`src/hdl/line_event_pkg.sv`:
```
package line_event_pkg;

	localparam int          NUM_LINES   = 19;
	localparam int          PIN_LINES   = 16;
	localparam int          LVD_LINE    = 16;
	localparam int          RTC_LINE    = 17;
	localparam int          USB_LINE    = 18;
	localparam int          DATA_W      = 32;
	localparam int          OFFSET_W    = 10;

	localparam logic [31:0] UNIT_BASE   = 32'h4001_0400;

	localparam logic [9:0]  OFS_IRQ_EN  = 10'h000;
	localparam logic [9:0]  OFS_EVT_EN  = 10'h004;
	localparam logic [9:0]  OFS_RISE_EN = 10'h008;
	localparam logic [9:0]  OFS_FALL_EN = 10'h00C;
	localparam logic [9:0]  OFS_SOFT    = 10'h010;
	localparam logic [9:0]  OFS_PENDING = 10'h014;

	localparam logic [31:0] ENABLE_RESET  = 32'h0000_0000;
	localparam logic [31:0] PENDING_RESET = 32'h0000_0000;
	localparam logic [3:0]  FULL_WORD     = 4'hF;

endpackage : line_event_pkg

```
`src/hdl/external_line_unit.sv`:
```
// The implementer's own choice: the APB register port.
module external_line_unit #(
	parameter int          LINES = line_event_pkg::NUM_LINES,
	parameter logic [31:0] BASE  = line_event_pkg::UNIT_BASE
) (
	input  wire logic                 pclk,
	input  wire logic                 presetn,
	input  wire logic [31:0]          paddr,
	input  wire logic                 psel,
	input  wire logic                 penable,
	input  wire logic                 pwrite,
	input  wire logic [31:0]          pwdata,
	input  wire logic [3:0]           pstrb,
	output logic      [31:0]          prdata,
	output logic                      pready,
	output logic                      pslverr,
	input  wire logic [15:0]          pin_line,
	input  wire logic                 low_voltage_detect,
	input  wire logic                 rtc_alarm,
	input  wire logic                 usb_full_speed_wakeup,
	output logic      [LINES-1:0]     line_irq,
	output logic      [LINES-1:0]     line_event,
	output logic                      wake_request
);

	// ************************************************************
	// State
	// ************************************************************
	typedef struct packed {
		logic [LINES-1:0] sync1;
		logic [LINES-1:0] sync2;
		logic [LINES-1:0] prev;
		logic [LINES-1:0] irq_en;
		logic [LINES-1:0] evt_en;
		logic [LINES-1:0] rise_en;
		logic [LINES-1:0] fall_en;
		logic [LINES-1:0] soft_trig;
		logic [LINES-1:0] pending;
		logic [LINES-1:0] irq;
		logic [LINES-1:0] event_pulse;
		logic             wake;
		logic [31:0]      rdata;
		logic             ready;
		logic             slverr;
	} unit_state_t;

	unit_state_t st;
	unit_state_t next_st;

	logic [LINES-1:0] line_raw;
	logic [LINES-1:0] rise;
	logic [LINES-1:0] fall;
	logic [LINES-1:0] hw_trig;
	logic [LINES-1:0] sw_trig;
	logic [LINES-1:0] trig;
	logic [LINES-1:0] pend_clr;
	logic [LINES-1:0] wr_bits;
	logic [9:0]       offset;
	logic             in_window;
	logic             mapped;
	logic             setup;
	logic             access;
	logic             wr;
	logic [31:0]      rd;

	// ************************************************************
	// Next state
	// ************************************************************
	always_comb begin
		next_st  = st;
		// Pins arrive already routed by the pin-source selector
		line_raw = {usb_full_speed_wakeup, rtc_alarm, low_voltage_detect, pin_line};

		// Three stages: the first one only feeds the second, so metastable
		// internal sources never reach the edge compare
		next_st.sync1 = line_raw;
		next_st.sync2 = st.sync1;
		next_st.prev  = st.sync2;
		offset    = paddr[line_event_pkg::OFFSET_W-1:0];
		in_window = (paddr[31:line_event_pkg::OFFSET_W] == BASE[31:line_event_pkg::OFFSET_W]);
		mapped    = in_window && (offset == line_event_pkg::OFS_IRQ_EN
			|| offset == line_event_pkg::OFS_EVT_EN
			|| offset == line_event_pkg::OFS_RISE_EN
			|| offset == line_event_pkg::OFS_FALL_EN
			|| offset == line_event_pkg::OFS_SOFT
			|| offset == line_event_pkg::OFS_PENDING);
		setup   = psel && !penable;
		access  = psel && penable && st.ready;
		// A refused transfer never writes
		wr      = access && pwrite && !st.slverr;
		wr_bits = pwdata[LINES-1:0];

		sw_trig  = '0;
		pend_clr = '0;
		if (wr && offset == line_event_pkg::OFS_SOFT) begin
			sw_trig = wr_bits & ~st.soft_trig;
		end
		if (wr && offset == line_event_pkg::OFS_PENDING) begin
			pend_clr = wr_bits;
		end
		trig = hw_trig | sw_trig;

		// Set wins over a clear in the same cycle
		next_st.pending = (st.pending & ~pend_clr) | (trig & st.irq_en);

		if (wr && offset == line_event_pkg::OFS_IRQ_EN) begin
			next_st.irq_en = wr_bits;
		end
		if (wr && offset == line_event_pkg::OFS_EVT_EN) begin
			next_st.evt_en = wr_bits;
		end
		if (wr && offset == line_event_pkg::OFS_RISE_EN) begin
			next_st.rise_en = wr_bits;
		end
		if (wr && offset == line_event_pkg::OFS_FALL_EN) begin
			next_st.fall_en = wr_bits;
		end
		if (wr && offset == line_event_pkg::OFS_SOFT) begin
			next_st.soft_trig = wr_bits;
		end
		// Clearing a flag rearms its soft trigger bit
		next_st.soft_trig = next_st.soft_trig & ~pend_clr;

		next_st.irq         = next_st.pending & next_st.irq_en;
		next_st.event_pulse = trig & st.evt_en;
		next_st.wake        = (|next_st.irq) || (|next_st.event_pulse);

		// ********************************************************
		// APB answer: no wait state, data captured at setup
		// ********************************************************
		rd = '0;
		case (offset)
			line_event_pkg::OFS_IRQ_EN:  rd[LINES-1:0] = st.irq_en;
			line_event_pkg::OFS_EVT_EN:  rd[LINES-1:0] = st.evt_en;
			line_event_pkg::OFS_RISE_EN: rd[LINES-1:0] = st.rise_en;
			line_event_pkg::OFS_FALL_EN: rd[LINES-1:0] = st.fall_en;
			line_event_pkg::OFS_SOFT:    rd[LINES-1:0] = st.soft_trig;
			line_event_pkg::OFS_PENDING: rd[LINES-1:0] = st.pending;
			default:                     rd = '0;
		endcase
		if (!in_window) begin
			rd = '0;
		end
		next_st.ready = setup;
		if (setup) begin
			next_st.rdata  = pwrite ? '0 : rd;
			// Narrow writes are refused rather than half applied
			next_st.slverr = !mapped || (pwrite && pstrb != line_event_pkg::FULL_WORD);
		end else if (access) begin
			next_st.slverr = 1'b0;
		end
	end

	// ************************************************************
	// Per-line edge detectors
	// ************************************************************
	// Each line reads only its own bits, so one line never disturbs another
	for (genvar g = 0; g < LINES; g++) begin : gen_line
		assign rise[g]    = st.sync2[g] && !st.prev[g];
		assign fall[g]    = !st.sync2[g] && st.prev[g];
		assign hw_trig[g] = (rise[g] && st.rise_en[g]) || (fall[g] && st.fall_en[g]);
	end

	// ************************************************************
	// Registers
	// ************************************************************
	always_ff @(posedge pclk or negedge presetn) begin
		if (!presetn) begin
			st           <= '0;
			st.irq_en    <= line_event_pkg::ENABLE_RESET[LINES-1:0];
			st.evt_en    <= line_event_pkg::ENABLE_RESET[LINES-1:0];
			st.rise_en   <= line_event_pkg::ENABLE_RESET[LINES-1:0];
			st.fall_en   <= line_event_pkg::ENABLE_RESET[LINES-1:0];
			st.soft_trig <= line_event_pkg::ENABLE_RESET[LINES-1:0];
			st.pending   <= line_event_pkg::PENDING_RESET[LINES-1:0];
		end else begin
			st <= next_st;
		end
	end

	assign prdata       = st.rdata;
	assign pready       = st.ready;
	assign pslverr      = st.slverr;
	assign line_irq     = st.irq;
	assign line_event   = st.event_pulse;
	assign wake_request = st.wake;

	logic acc_wr;
	logic acc_ok;
	assign acc_wr = psel && penable && pwrite;
	assign acc_ok = psel && penable && pready && pwrite && !pslverr;

	// Checked on every line, since the bench picks its line at random
	for (genvar g = 0; g < LINES; g++) begin : gen_edge_chk

	end
endmodule : external_line_unit

```
`config.mk`:
```
export PLATFORM = sky130hd
export DESIGN_NAME = external_line_unit
export DESIGN_NICKNAME = d
export VERILOG_FILES = /design/src/hdl/line_event_pkg.sv /design/src/hdl/external_line_unit.sv
export SDC_FILE = /design/constraint.sdc
export NUM_CORES = 1
export LEC_CHECK = 0
export BUFFER_PORTS_ARGS = -buffer_cell sky130_fd_sc_hd__buf_4
export CORE_ASPECT_RATIO = 0.7
export CORE_MARGIN = 4
export CORE_UTILIZATION = 50
export DETAILED_ROUTE_END_ITERATION = 8
export PLACE_DENSITY = 0.72
export RECOVER_POWER = 25
export SETUP_SLACK_MARGIN = 0.3
export SYNTH_ARGS = -nofsm -noshare
export SYNTH_HDL_FRONTEND = slang
export SYNTH_SLANG_ARGS = --single-unit
```
`constraint.sdc`:
```
create_clock -name pclk -period 4.03 [get_ports pclk]
set_input_delay 0.6045 -clock pclk [delete_from_list [all_inputs] [get_ports pclk]]
set_output_delay 0.6045 -clock pclk [all_outputs]
set_load 0.005 [all_outputs]
```
==> metrics.cfg <==
[run_status]
violations=max-capacitance violations, max-slew violations
status=finished with violations

[timing]
tightest_slew_ns=2.82
period_needed_ns=3.10
setup_viol=0
rsz0062_at_grt=false
relSlewSlack=-0.880
hold_viol_final=0
fmax_mhz=323
skew_ns=0.0153
worst_hold_slack_ns=0.225
drv_slew=113
tns_ns=0
period_share=0.768

[logic_synthesis]
synth-edff-count=0
netlist_area_um2=10100
synth_top_area_share=0.570
ys_top_cells_by_area=dfrtp_1 (57%), mux2_2 (6.4%), buf_4 (5.3%), mux2i_1 (3.9%), a21oi_1 (3.6%)
synth_area_leader_cell=dfrtp_1
synth_area_per_cell_um2=11.5
synth_ff_type=dfrtp_1
synth_sequential_area_ratio=0.570
yosysMostFrequentCell=dfrtp_1
synth_common_cells=dfrtp_1 (231), nand2_1 (75), a21oi_1 (73), buf_4 (71), mux2_2 (58)
ys_types=59
ys_warn_count=0
ys_seq_elements=231
ys_async_sr_fraction=1.00
postSynthCellCount=884

[power]
p_total_w=0.00455
power_leakage_nw=5.89
max-vdd-ir-drop_mv=0.257
powerDensity_nw_per_um2=386

[clock_network]
worst_skew_pair.late_latency_ns=0.51
cts_num_sinks=231
cts_tree=yes
post-cts-setup-buffers=0
clk_path_buf_depth=3
cts-resized-gates=0
htreeDepth=1
ctsHoldBuffers=0
clkTransAtPathRegs_ns=0.06
numCtsBuffers=23
cts-root-buf=clkbuf_16

[final_layout]
drive_gt1_frac=0.283
final_nets=1065
syn2layout_area_growth_pct=16.3
n_antenna_cell=0
final.fill_count=1653

[global_routing]
grt_pass1_wl_um=39600
grt_max_degree=115
grt_overflow=0
grt_usage=0.223
grt_pass1_vias=6954
antenna_found_initial=0

[floorplanning]
dieArea_um2=22700
rows=43
start_util=0.511
fp.dieW_um=178
core_area_um2=19900
io_pins=165
die_h_um=127

[route]
vias=7183
routed_wl_um=25200
ant_nets=0
drtIter0Drc=822
drc=0
post_drt_wl_per_cell_um=20.1
viasPerCell=5.71
drt-pass1-iter-count=8

[worst_setup_path]
cp_max_fo=11
critPathKind=input pin to register
r2r-end=wake_request
critPathLaunchType=input pin
ff2ff_path_depth=8
cp.arrival_ns=3.53
rrSetupSlack_ns=1.12
worstSetupEndpointType=register
critPathRequiredTime_ns=4.47
r2r_start=pslverr

[min_path]
holdPathEnd=next_st[210]
hp-class=input pin to register
holdPathStages=1
worstHoldStart=pin_line[4]

[placement]
gp_congestion=0.836
dp_hpwl_um=17200
numPortBuffers=138

[flow_run]
cap_viol_max_count=1

[kinds of logic after synthesis]
family | after synthesis | share of synthesized area
DFF | 231 | 0.570
muxes | 98 | 0.104
and+or+nand+nor | 211 | 0.110
buffers and inverters | 141 | 0.0806
AOI/OAI and AO/OA | 202 | 0.135
other | 1 | 0.000370
[final cells by class]
cell class	count	area, um^2	area share
Sequential cell	231	5780	0.490
Multi-Input combinational cell	524	3600	0.305
Timing Repair Buffer	165	1260	0.107
Clock buffer	37	678	0.0575
Tap cell	270	338	0.0287
Inverter	28	105	0.00891
Clock inverter	4	31.3	0.00265
[metal layers]
layer / vias up / GRT usage / share of wire
met2: 324 / 0.331 / 0.43
met5: - / 0 / 0
met3: 33 / 0.0461 / 0.093
met4: 0 / 0.0460 / 0.020
li1: 3255 / - / -
met1: 3571 / 0.343 / 0.45
[critical path: stages]
cell,delay [ns]
buf_4,0.11
nor4_1,0.63
nand4_1,0.43
buf_4,0.33
nor2_1,0.62
nand2_1,0.16
a21boi_1,0.39
nor4_1,0.14
nand4_1,0.11
[state kept, by name, summed over array words and instances, names as in the netlist]
register	cells
line_irq	19
next_st	38
st	133
wake_request	1
prdata	19
pready	1
pslverr	1
line_event	19
[how the worst max path moves through the flow]
| stage | cells after the start | slack, ns | endpoint | from |
|---|---|---|---|---|
| after floorplan | 7 | 1.00 | wake_request | paddr[1] |
| after global placement | 9 | 0.43 | wake_request | paddr[1] |
| after detailed placement | 9 | 0.52 | wake_request | paddr[1] |
| after CTS | 9 | 1.02 | wake_request | paddr[1] |
| after global routing | 9 | 0.72 | wake_request | paddr[1] |
| final | 9 | 0.93 | wake_request | paddr[1] |
[placed cells by master (no fill, tap or decap), types with 6 or more instances in the layout]
cell type | netlist | routed
clkbuf_1 | 23 | 9
nor2_1 | 38 | 38
clkbuf_4 | 0 | 19
a22o_1 | 8 | 8
nor4_1 | 8 | 7
o21ai_0 | 26 | 26
clkbuf_16 | 0 | 23
o2bb2ai_1 | 6 | 6
and2_1 | 16 | 16
buf_4 | 71 | 143
a21oi_1 | 73 | 73
nand3_1 | 7 | 7
conb_1 | 1 | 13
a21o_1 | 26 | 26
a31o_2 | 11 | 11
nand2_1 | 75 | 75
mux2_2 | 58 | 58
mux2i_1 | 40 | 40
nand3b_1 | 20 | 20
a22oi_1 | 6 | 6
nor2b_1 | 6 | 6
a222oi_1 | 19 | 19
inv_1 | 28 | 28
dfrtp_1 | 231 | 231
[where the power goes]
part,switching (W),internal (W),leakage (nW)
clock network,0.000856,0.00115,0.349
registers,0.0000168,0.00235,3.06
logic,0.000106,0.0000719,2.49
[stage by stage]
step | utilization | setup WS, ns | std cells | instance area, um^2
after floorplan | - | 1.00 | 896 | 10200
after global placement | 0.559 | 0.430 | 1218 | 11100
after detailed placement | 0.559 | 0.515 | 1218 | 11100
after CTS | 0.594 | 1.02 | 1259 | 11800
after global routing | 0.594 | 0.722 | 1259 | 11800
final | 0.594 | 0.934 | 1259 | 11800
Note: power is estimated with default switching activity, not from simulation.
